**src/hw/pcf_map.svh**
```systemverilog
// How it works
// - hardware reset clears every bit of the extension control register
// - extension bit 10 is an os-set flag for unmasked simd fault support
// - extension bit 9 is an os-set flag for fpu state save on switches
// - extension bit 5 set gives 36-bit physical addresses, clear limits to 32
// - extension bit 7 set keeps global translations across task switches
// - extension bit 8 set lets performance counter reads run at any privilege
// - virtual-8086 extension flag enables virtual interrupt flag in v86 mode
// - protected virtual interrupt flag enables virtual interrupt flag in protected mode
// - timestamp restrict flag allows timestamp reads only at privilege level 0
// - debug extension flag makes debug register 4 or 5 references fault
// - large page flag enables 4-MByte pages besides normal pages
// - machine-check enable flag raises machine-check on hardware errors
// - numeric error flag selects native reporting of numeric errors
// - write-protect flag blocks supervisor writes to read-only user pages
// - alignment checking only when alignment mask and check flag both set
// - no-write-through clear allows write-throughs and invalidations, set suppresses them
// - cache enabled while cache-off flag clear, disabled while set
// - paging on: page cache-off flag driven on its pin in unpaged cycles
// - paging on: page write-through flag driven on its pin in unpaged cycles
// - soft-float flag set traps float instructions, clear passes them to fpu
// - monitor flag set makes wait instructions test task-switched, clear ignores
// - emulation set: float instructions raise device-not-available, vector 7
`ifndef PCF_MAP_SVH
`define PCF_MAP_SVH

// ************************************************************
// system control zero bit positions
// ************************************************************
`define PCF_SCZ_PE   0
`define PCF_SCZ_MON  1
`define PCF_SCZ_SFT  2
`define PCF_SCZ_TSW  3
`define PCF_SCZ_NER  5
`define PCF_SCZ_WP   16
`define PCF_SCZ_ACM  18
`define PCF_SCZ_NWT  29
`define PCF_SCZ_COF  30
`define PCF_SCZ_PG   31
`define PCF_SCZ_WMASK 32'hE005002F
`define PCF_SCZ_RST   32'h00000000

// ************************************************************
// page base control bit positions
// ************************************************************
`define PCF_PBC_WRT   3
`define PCF_PBC_COF   4
`define PCF_PBC_WMASK 32'hFFFFF018
`define PCF_PBC_RST   32'h00000000

// ************************************************************
// extension control bit positions
// ************************************************************
`define PCF_EXT_V86  0
`define PCF_EXT_PIRQ 1
`define PCF_EXT_TSR  2
`define PCF_EXT_XBC  3
`define PCF_EXT_LPG  4
`define PCF_EXT_WPA  5
`define PCF_EXT_HWE  6
`define PCF_EXT_GPK  7
`define PCF_EXT_PCU  8
`define PCF_EXT_OSF  9
`define PCF_EXT_OSX  10
`define PCF_EXT_WMASK 32'h000007FF
`define PCF_EXT_RST   32'h00000000

// ************************************************************
// fault vectors and address widths
// ************************************************************
`define PCF_VEC_IOP  8'h06
`define PCF_VEC_NM   8'h07
`define PCF_VEC_GP   8'h0D
`define PCF_VEC_PF   8'h0E
`define PCF_VEC_MF   8'h10
`define PCF_VEC_ALN  8'h11
`define PCF_VEC_MC   8'h12
`define PCF_PA_NARROW 32

`endif

```
**src/hw/pcf_pkg.sv**
```systemverilog
package pcf_pkg;

	// ************************************************************
	// selectors and operation kinds
	// ************************************************************
	typedef enum logic [1:0] {PCF_SEL_SCZ, PCF_SEL_PBC, PCF_SEL_EXT} pcf_crsel_e;
	typedef enum logic [2:0] {
		PCF_OP_NONE, PCF_OP_FP, PCF_OP_WAIT, PCF_OP_PMC, PCF_OP_TSC, PCF_OP_DBG, PCF_OP_MEM
	} pcf_op_e;

	// ************************************************************
	// carriers
	// ************************************************************
	typedef struct packed {
		logic       valid;
		pcf_op_e    kind;
		logic [1:0] cpl;
		logic [2:0] dbg_idx;
		logic       misaligned;
		logic       alignment_check_flag;
		logic       sup_wr_ro_user;
	} pcf_op_s;

	typedef struct packed {
		logic       fault;
		logic [7:0] vector;
		logic       fpu_issue;
		logic [2:0] dbg_idx_eff;
	} pcf_verdict_s;

	typedef struct packed {
		logic v86_interrupt_ext;
		logic protected_virtual_irq;
		logic timestamp_read_restrict;
		logic extended_breakpoint_control;
		logic large_page_ext;
		logic wide_physical_address;
		logic hw_error_exception_on;
		logic global_page_keep;
		logic perf_counter_user_read;
		logic os_fpu_state_save;
		logic os_simd_fault_support;
		logic numeric_error_report;
		logic write_protect_on;
		logic alignment_check_mask;
	} pcf_mode_s;

	typedef struct packed {
		logic cache_enable;
		logic write_through_on;
		logic inval_cycles_on;
	} pcf_cache_s;

endpackage

```
**src/hw/pcf_gate.sv**
```systemverilog
`timescale 1ns/1ns
`include "pcf_map.svh"
module pcf_gate (
	input  wire  pcf_pkg::pcf_op_s      op,
	input  wire  logic [31:0]           scz,
	input  wire  logic [31:0]           ext,
	output       pcf_pkg::pcf_verdict_s verdict
);
	import pcf_pkg::*;

	// privilege above level 0, used by both counter checks
	function automatic logic user_level(input logic [1:0] cpl);
		user_level = (cpl != 2'h0);
	endfunction

	// ************************************************************
	// instruction gating against the control flags
	// ************************************************************
	always_comb begin
		verdict = '0;
		verdict.dbg_idx_eff = op.dbg_idx;
		if (op.valid) begin
			unique case (op.kind)
				PCF_OP_NONE: begin
				end
				PCF_OP_FP: begin
					if (scz[`PCF_SCZ_SFT]) begin
						verdict.fault  = 1'b1;
						verdict.vector = `PCF_VEC_NM;
					end else begin
						verdict.fpu_issue = 1'b1;
					end
				end
				PCF_OP_WAIT: begin
					if (scz[`PCF_SCZ_MON] && scz[`PCF_SCZ_TSW]) begin
						verdict.fault  = 1'b1;
						verdict.vector = `PCF_VEC_NM;
					end
				end
				PCF_OP_PMC: begin
					if (!ext[`PCF_EXT_PCU] && user_level(op.cpl)) begin
						verdict.fault  = 1'b1;
						verdict.vector = `PCF_VEC_GP;
					end
				end
				PCF_OP_TSC: begin
					if (ext[`PCF_EXT_TSR] && user_level(op.cpl)) begin
						verdict.fault  = 1'b1;
						verdict.vector = `PCF_VEC_GP;
					end
				end
				PCF_OP_DBG: begin
					if (op.dbg_idx == 3'h4 || op.dbg_idx == 3'h5) begin
						if (ext[`PCF_EXT_XBC]) begin
							verdict.fault  = 1'b1;
							verdict.vector = `PCF_VEC_IOP;
						end else begin
							verdict.dbg_idx_eff = op.dbg_idx + 3'h2; // legacy alias
						end
					end
				end
				PCF_OP_MEM: begin
					if (op.sup_wr_ro_user && scz[`PCF_SCZ_WP]) begin
						verdict.fault  = 1'b1;
						verdict.vector = `PCF_VEC_PF;
					end else if (op.misaligned && op.alignment_check_flag
							&& scz[`PCF_SCZ_ACM]) begin
						verdict.fault  = 1'b1;
						verdict.vector = `PCF_VEC_ALN;
					end
				end
				default: begin
				end
			endcase
		end
	end

endmodule // pcf_gate

```
**src/hw/pcf_ctrl.sv**
```systemverilog
`timescale 1ns/1ns
`include "pcf_map.svh"
module pcf_ctrl #(
	parameter int DATA_W = 32,
	parameter int PA_W   = 36
) (
	input  wire  logic                  clk_sys,
	input  wire  logic                  reset_n,
	input  wire  logic                  mov_we,
	input  wire  logic                  mov_re,
	input  wire  pcf_pkg::pcf_crsel_e   mov_sel,
	input  wire  logic [DATA_W-1:0]     mov_wdata,
	input  wire  pcf_pkg::pcf_op_s      op_req,
	input  wire  logic                  task_switch,
	input  wire  logic                  unpaged_cycle,
	input  wire  logic                  pte_pcd,
	input  wire  logic                  pte_pwt,
	input  wire  logic                  pde_ps,
	input  wire  logic [PA_W-1:0]       xlat_pa,
	input  wire  logic                  hw_error,
	input  wire  logic                  fp_error,
	output       logic [DATA_W-1:0]     rd_data,
	output       pcf_pkg::pcf_verdict_s verdict,
	output       pcf_pkg::pcf_mode_s    mode,
	output       pcf_pkg::pcf_cache_s   cache,
	output       logic                  page_cache_off_pin,
	output       logic                  page_write_through_pin,
	output       logic                  page_is_large,
	output       logic [PA_W-1:0]       pa_out,
	output       logic                  flush_all,
	output       logic                  flush_nonglobal,
	output       logic                  mc_raise,
	output       logic                  numeric_fault,
	output       logic                  fp_err_ext
);
	import pcf_pkg::*;

	// ************************************************************
	// elaboration checks
	// ************************************************************
	if (DATA_W != 32) begin : g_bad_data_w
		$error("pcf_ctrl: DATA_W must be 32");
	end
	if (PA_W != 36) begin : g_bad_pa_w
		$error("pcf_ctrl: PA_W must be 36");
	end

	// ************************************************************
	// control registers
	// ************************************************************
	logic [31:0]  system_control_zero;
	logic [31:0]  page_base_control;
	logic [31:0]  extension_control;
	pcf_verdict_s next_verdict;

	// write strobes per register
	logic         wr_scz;
	logic         wr_pbc;
	logic         wr_ext;
	logic         paging_on;

	assign wr_scz    = mov_we && (mov_sel == PCF_SEL_SCZ);
	assign wr_pbc    = mov_we && (mov_sel == PCF_SEL_PBC);
	assign wr_ext    = mov_we && (mov_sel == PCF_SEL_EXT);
	assign paging_on = system_control_zero[`PCF_SCZ_PG];

	// system control zero; the task-switched bit is also set by hardware
	always_ff @(posedge clk_sys or negedge reset_n) begin
		if (!reset_n) begin
			system_control_zero <= `PCF_SCZ_RST;
		end else begin
			if (wr_scz) begin
				system_control_zero <= mov_wdata & `PCF_SCZ_WMASK;
			end
			// a task switch in the same cycle as a clearing write still sets it
			if (task_switch) begin
				system_control_zero[`PCF_SCZ_TSW] <= 1'b1;
			end
		end
	end

	// page base; only the base and the two attribute bits are kept
	always_ff @(posedge clk_sys or negedge reset_n) begin
		if (!reset_n) begin
			page_base_control <= `PCF_PBC_RST;
		end else if (wr_pbc) begin
			page_base_control <= mov_wdata & `PCF_PBC_WMASK;
		end
	end

	// extension control, all features off out of reset
	always_ff @(posedge clk_sys or negedge reset_n) begin
		if (!reset_n) begin
			extension_control <= `PCF_EXT_RST;
		end else if (wr_ext) begin
			extension_control <= mov_wdata & `PCF_EXT_WMASK;
		end
	end

	// ************************************************************
	// register read back
	// ************************************************************
	// reads return the value stored before any write in the same cycle
	always_ff @(posedge clk_sys or negedge reset_n) begin
		if (!reset_n) begin
			rd_data <= '0;
		end else if (mov_re) begin
			unique case (mov_sel)
				PCF_SEL_SCZ: rd_data <= system_control_zero;
				PCF_SEL_PBC: rd_data <= page_base_control;
				PCF_SEL_EXT: rd_data <= extension_control;
				default:     rd_data <= '0;
			endcase
		end
	end

	// ************************************************************
	// instruction gating
	// ************************************************************
	pcf_gate u_gate (
		.op      (op_req),
		.scz     (system_control_zero),
		.ext     (extension_control),
		.verdict (next_verdict)
	);

	// verdict appears one cycle after the request
	always_ff @(posedge clk_sys or negedge reset_n) begin
		if (!reset_n) begin
			verdict <= '0;
		end else begin
			verdict <= next_verdict;
		end
	end

	// ************************************************************
	// mode flags seen by the rest of the core
	// ************************************************************
	// registered copy lags the control registers by one cycle
	always_ff @(posedge clk_sys or negedge reset_n) begin
		if (!reset_n) begin
			mode <= '0;
		end else begin
			mode.v86_interrupt_ext <= extension_control[`PCF_EXT_V86];
			mode.protected_virtual_irq <= extension_control[`PCF_EXT_PIRQ];
			mode.timestamp_read_restrict <= extension_control[`PCF_EXT_TSR];
			mode.extended_breakpoint_control <= extension_control[`PCF_EXT_XBC];
			mode.large_page_ext <= extension_control[`PCF_EXT_LPG];
			mode.wide_physical_address <= extension_control[`PCF_EXT_WPA];
			mode.hw_error_exception_on <= extension_control[`PCF_EXT_HWE];
			mode.global_page_keep <= extension_control[`PCF_EXT_GPK];
			mode.perf_counter_user_read <= extension_control[`PCF_EXT_PCU];
			mode.os_fpu_state_save <= extension_control[`PCF_EXT_OSF];
			mode.os_simd_fault_support <= extension_control[`PCF_EXT_OSX];
			mode.numeric_error_report <= system_control_zero[`PCF_SCZ_NER];
			mode.write_protect_on <= system_control_zero[`PCF_SCZ_WP];
			mode.alignment_check_mask <= system_control_zero[`PCF_SCZ_ACM];
		end
	end

	// ************************************************************
	// internal cache policy
	// ************************************************************
	always_ff @(posedge clk_sys or negedge reset_n) begin
		if (!reset_n) begin
			cache <= '0;
		end else begin
			cache.cache_enable     <= !system_control_zero[`PCF_SCZ_COF];
			cache.write_through_on <= !system_control_zero[`PCF_SCZ_NWT];
			cache.inval_cycles_on  <= !system_control_zero[`PCF_SCZ_NWT];
		end
	end

	// ************************************************************
	// page attribute pins toward the external cache
	// ************************************************************
	// unpaged cycles have no page entry, so the base register supplies both bits
	always_ff @(posedge clk_sys or negedge reset_n) begin
		if (!reset_n) begin
			page_cache_off_pin     <= 1'b0;
			page_write_through_pin <= 1'b0;
		end else if (!paging_on) begin
			page_cache_off_pin     <= 1'b0;
			page_write_through_pin <= 1'b0;
		end else if (unpaged_cycle) begin
			page_cache_off_pin     <= page_base_control[`PCF_PBC_COF];
			page_write_through_pin <= page_base_control[`PCF_PBC_WRT];
		end else begin
			page_cache_off_pin     <= pte_pcd;
			page_write_through_pin <= pte_pwt;
		end
	end

	// ************************************************************
	// translation width and page size
	// ************************************************************
	// narrow mode clears the four upper lines rather than faulting
	always_ff @(posedge clk_sys or negedge reset_n) begin
		if (!reset_n) begin
			pa_out <= '0;
		end else if (extension_control[`PCF_EXT_WPA]) begin
			pa_out <= xlat_pa;
		end else begin
			pa_out <= {{(PA_W-`PCF_PA_NARROW){1'b0}}, xlat_pa[`PCF_PA_NARROW-1:0]};
		end
	end

	// large pages only honoured when the extension is on and paging runs
	always_ff @(posedge clk_sys or negedge reset_n) begin
		if (!reset_n) begin
			page_is_large <= 1'b0;
		end else begin
			page_is_large <= pde_ps && paging_on && extension_control[`PCF_EXT_LPG];
		end
	end

	// ************************************************************
	// translation flushes
	// ************************************************************
	// a task switch or base reload flushes; global entries survive if kept
	always_ff @(posedge clk_sys or negedge reset_n) begin
		if (!reset_n) begin
			flush_all       <= 1'b0;
			flush_nonglobal <= 1'b0;
		end else begin
			flush_all       <= (task_switch || wr_pbc) && !extension_control[`PCF_EXT_GPK];
			flush_nonglobal <= (task_switch || wr_pbc) && extension_control[`PCF_EXT_GPK];
		end
	end

	// ************************************************************
	// error reporting
	// ************************************************************
	// hardware errors are dropped silently while the exception is off
	always_ff @(posedge clk_sys or negedge reset_n) begin
		if (!reset_n) begin
			mc_raise <= 1'b0;
		end else begin
			mc_raise <= hw_error && extension_control[`PCF_EXT_HWE];
		end
	end

	// numeric errors go native or out to the external error line
	always_ff @(posedge clk_sys or negedge reset_n) begin
		if (!reset_n) begin
			numeric_fault <= 1'b0;
			fp_err_ext    <= 1'b0;
		end else begin
			numeric_fault <= fp_error && system_control_zero[`PCF_SCZ_NER];
			fp_err_ext    <= fp_error && !system_control_zero[`PCF_SCZ_NER];
		end
	end

endmodule // pcf_ctrl

```
**config.mk**
```make
export PLATFORM = sky130hd
export DESIGN_NAME = pcf_ctrl
export DESIGN_NICKNAME = d
export VERILOG_FILES = /design/src/hw/pcf_pkg.sv /design/src/hw/pcf_gate.sv /design/src/hw/pcf_ctrl.sv
export VERILOG_INCLUDE_DIRS = /design/src /design/src/hw
export SDC_FILE = /design/constraint.sdc
export NUM_CORES = 1
export LEC_CHECK = 0
export ABC_AREA = 1
export BUFFER_PORTS_ARGS = -buffer_cell sky130_fd_sc_hd__buf_2
export CAP_MARGIN = 20
export CORE_ASPECT_RATIO = 0.8
export CORE_UTILIZATION = 30
export CTS_CLUSTER_DIAMETER = 50
export DETAILED_ROUTE_END_ITERATION = 8
export PLACE_DENSITY = 0.6
export SLEW_MARGIN = 0
export SYNTH_ARGS = -nofsm -noshare
export SYNTH_HDL_FRONTEND = slang
export SYNTH_SLANG_ARGS = --single-unit
```
**constraint.sdc**
```tcl
create_clock -name clk_sys -period 0.9 [get_ports clk_sys]
set_input_delay 0.135 -clock clk_sys [delete_from_list [all_inputs] [get_ports clk_sys]]
set_output_delay 0.135 -clock clk_sys [all_outputs]
set_load 0.02 [all_outputs]
```
==> qor.csv <==
stage;metric;value;unit
final_layout;final cell count without fillers;1025;
drt;post-route ant nets;0;
final_layout;Fillers;1457;
synthesis;Synth top area share;69.3;%
sta;clk_skew;16.3;ps
grt;first-pass GRT wire length;23000;um
synthesis;Yosys top cell by area;dfrtp_1;
power_and_ir_drop;peak supply drop;1.45;mV
sta;final hold viol count;0;
worst_setup_path;max incr delay on CP;410;ps
synthesis;synthesized area per cell;11.2;um2
grt;total gr overflow;0;
worst_setup_path;reg-to-reg endpoint;verdict[6];
place;Port Buf Inserts;193;
floorplan;die height;120;um
worst_setup_path;Slowest-stage cell, CP;dfrtp_1;
floorplan;IO Pins;199;
drt;Residual DRC;0;
clock_network;worst skew pair latency;430;ps
place;Post-DP HPWL;9800;um
outcome;status;complete, but fails checks;
worst_setup_path;Arr. time, crit path;980;ps
sta;crit path time final;1110;ps
drt;Avg Vias per Cell;4.20;
job;max cap viols;0;
synthesis;dominant cell by count in the synthesized netlist;dfrtp_1;
worst_setup_path;critical path class;reg -> out;
synthesis;largest cells by area after synthesis;dfrtp_1 69%, nand2_1 6.1%, o21ai_0 4.2%;
final_layout;share of cells above drive strength 1;39.5;%
hold_path;hold crit path type;in -> reg;
synthesis;top cells by count, synth;144 x dfrtp_1, 84 x nand2_1, 58 x inv_1;
floorplan;Core Box Area;0.0168;mm2
place;DP Area;0.00675;mm2
grt;initial antenna violation count;0;
outcome;failing checks;setup timing;
floorplan;die area;0.0179;mm2
synthesis;post-synthesis register bit count;144;
hold_path;Hold EP;system_control_zero[16];
hold_path;WHS Path Cells;3;
final_layout;area delta synth->final;72.1;%
sta;final setup violation count;108;
final_layout;ANT cells;0;
sta;worst setup margin;-213;ps
clock_network;clk sinks;144;
synthesis;Netlist cell types;26;
drt;drt wl/cell;14.4;um
synthesis;number of flops mapped to enable cells by yosys;0;
synthesis;Top FF cell, synth;dfrtp_1;
worst_setup_path;worst reg-to-reg path cell count;6;
grt;pin count of the biggest net entering global routing;34;
drt;WL final;14700;um
worst_setup_path;Crit Reg-Reg Startpoint;extension_control[8];
power_and_ir_drop;leakage;0.00451;uW
power_and_ir_drop;Pwr per Cell Area;1990;mW/mm2
final_layout;Design Area, Final;0.00894;mm2
clock_network;H-tree Lvls;4;
clock_network;clock root buffer;clkbuf_16;
place;GP Congestion;0.810;
synthesis;asr flop ratio synth;100;%
synthesis;mapped cell area;0.00520;mm2
worst_setup_path;critical path cell sequence;buf_6;
grt;vias in the first global route;4474;
synthesis;yosys warns;0;
clock_network;Reg clk slew, reported paths;60;ps
drt;Vias;4307;
worst_setup_path;WP data required;760;ps
worst_setup_path;critical path capture point type;output port;
floorplan;die extent in x;149;um
sta;Slew Viols, Final;0;
worst_setup_path;R2R Setup Slk;-90;ps
drt;DRT iter0 DRCs;107;
sta;Final period util;124;%
clock_network;CTS Buf Count;17;
synthesis;Mapped Cells;466;
hold_path;Hold Path Origin;mov_wdata[16];
grt;Tot GR Track Use;17.4;%
floorplan;Initial Util;31.0;%
worst_setup_path;Top delay family on crit path;flip-flops;
final_layout;fin util;53.4;%
sta;RSZ-0062 raised after global routing;true;
synthesis;sequential area share after synthesis;69.3;%
worst_setup_path;worst-path maximum fanout;2;
clock_network;CTS tree;yes;
clock_network;Clock Path Buffers;2;
sta;Peak Freq;898;MHz
worst_setup_path;worst path buffer plus inverter count;1;
place;DP Cell Count;896;
floorplan;Std-Cell Rows;42;
final_layout;layout net count;886;
drt;drt pass-1 iters;4;
worst_setup_path;startpoint types;flop;
## worst min-delay path: stages
cell and delay, ps:
buf_2 90, inv_1 80, o21ai_0 90
## per-layer routing
layer  global-route usage, %  vias to the layer above  part of all wire, %
met1                    22.2                     2021                   45
met5                       0                        -                    0
met2                    27.8                      155                   48
li1                        -                     2117                    -
met4                    6.12                        0                  1.1
met3                    5.55                       14                  6.2
## worst max path at each step
stage / start / to / slack (ps) / cells after the start
after floorplan: extension_control[8] / verdict[6] / -30 / 6
after global placement: mov_sel[0] / page_base_control[22] / -220 / 6
after detailed placement: mov_sel[0] / page_base_control[25] / -230 / 6
after CTS: rd_data[3] / rd_data[3] / -240 / 1
after global routing: cache[0] / cache[1] / -250 / 1
final: rd_data[17] / rd_data[17] / -210 / 1
## timing repair
action                                  4_1_cts  5_1_grt
pin swaps                                    10       13
hold endpoints to repair                    233        0
resized for setup                           213       16
endpoints found under the setup margin      110      113
hold buffers                                 76        0
setup buffers                                12       10
## power by group
part	leakage (uW)	switching (uW)	internal, uW	total (uW)
sequential	0.00179	483	7200	7680
combinational	0.00245	1540	1800	3340
clock	0.000267	2770	3970	6740
## layout make-up
cell class | count | area (um2) | area share, %
clock buffer | 21 | 460 | 5.15
clock inverter | 11 | 105 | 1.18
inverter | 60 | 238 | 2.66
multi-input combinational | 241 | 1320 | 14.8
sequential | 144 | 3600 | 40.3
tap | 220 | 275 | 3.08
timing repair buffer | 328 | 2940 | 32.9
## cells in the final DEF (no fill, tap or decap), types with 3 or more instances in the layout
| master | count |
|---|---|
| inv_1 | 57 |
| dlygate4sd3_1 | 76 |
| nor2_4 | 3 |
| o21ai_0 | 39 |
| o21ai_1 | 8 |
| clkinvlp_4 | 4 |
| clkbuf_16 | 17 |
| buf_6 | 104 |
| mux2_4 | 14 |
| buf_2 | 91 |
| dfrtp_1 | 144 |
| nor2_1 | 26 |
| nand3_1 | 32 |
| nand2_1 | 78 |
| buf_4 | 47 |
| nand2_2 | 7 |
| a31oi_1 | 10 |
| a21oi_1 | 3 |
| inv_6 | 4 |
| buf_12 | 10 |
| conb_1 | 4 |
## logic make-up (layout without fill, tap and decap cells)
family / Yosys count / in the layout / share of synthesized area (%)
xor+xnor: 1 / 1 / 0.169
flops: 144 / 144 / 69.3
simple gates: 155 / 155 / 12.4
other cells: 1 / 4 / 0.0722
mux: 15 / 15 / 4.26
compound gates: 65 / 65 / 6.60
buf+inv: 84 / 420 / 6.93
fa+ha+maj: 1 / 1 / 0.241
## sequential cells by signal, indices dropped and copies added (netlist names), 2 cells and up
name                 count
system_control_zero     10
mode                    14
rd_data                 31
cache                    2
extension_control       11
page_base_control       22
verdict                 10
pa_out                  36
## through the flow
step	power, uW	hold slack (ps)	setup WS (ps)	setup TNS, ps
detailed placement	10200	68.2	-228	-12210
CTS	17900	0.657	-239	-20230
global route	18600	17.2	-254	-22270
global placement	10100	64.4	-215	-10780
floorplan	8920	-161	-28.2	-228
finish	17800	19.5	-213	-17930
Power figures use the tool's default switching activity.
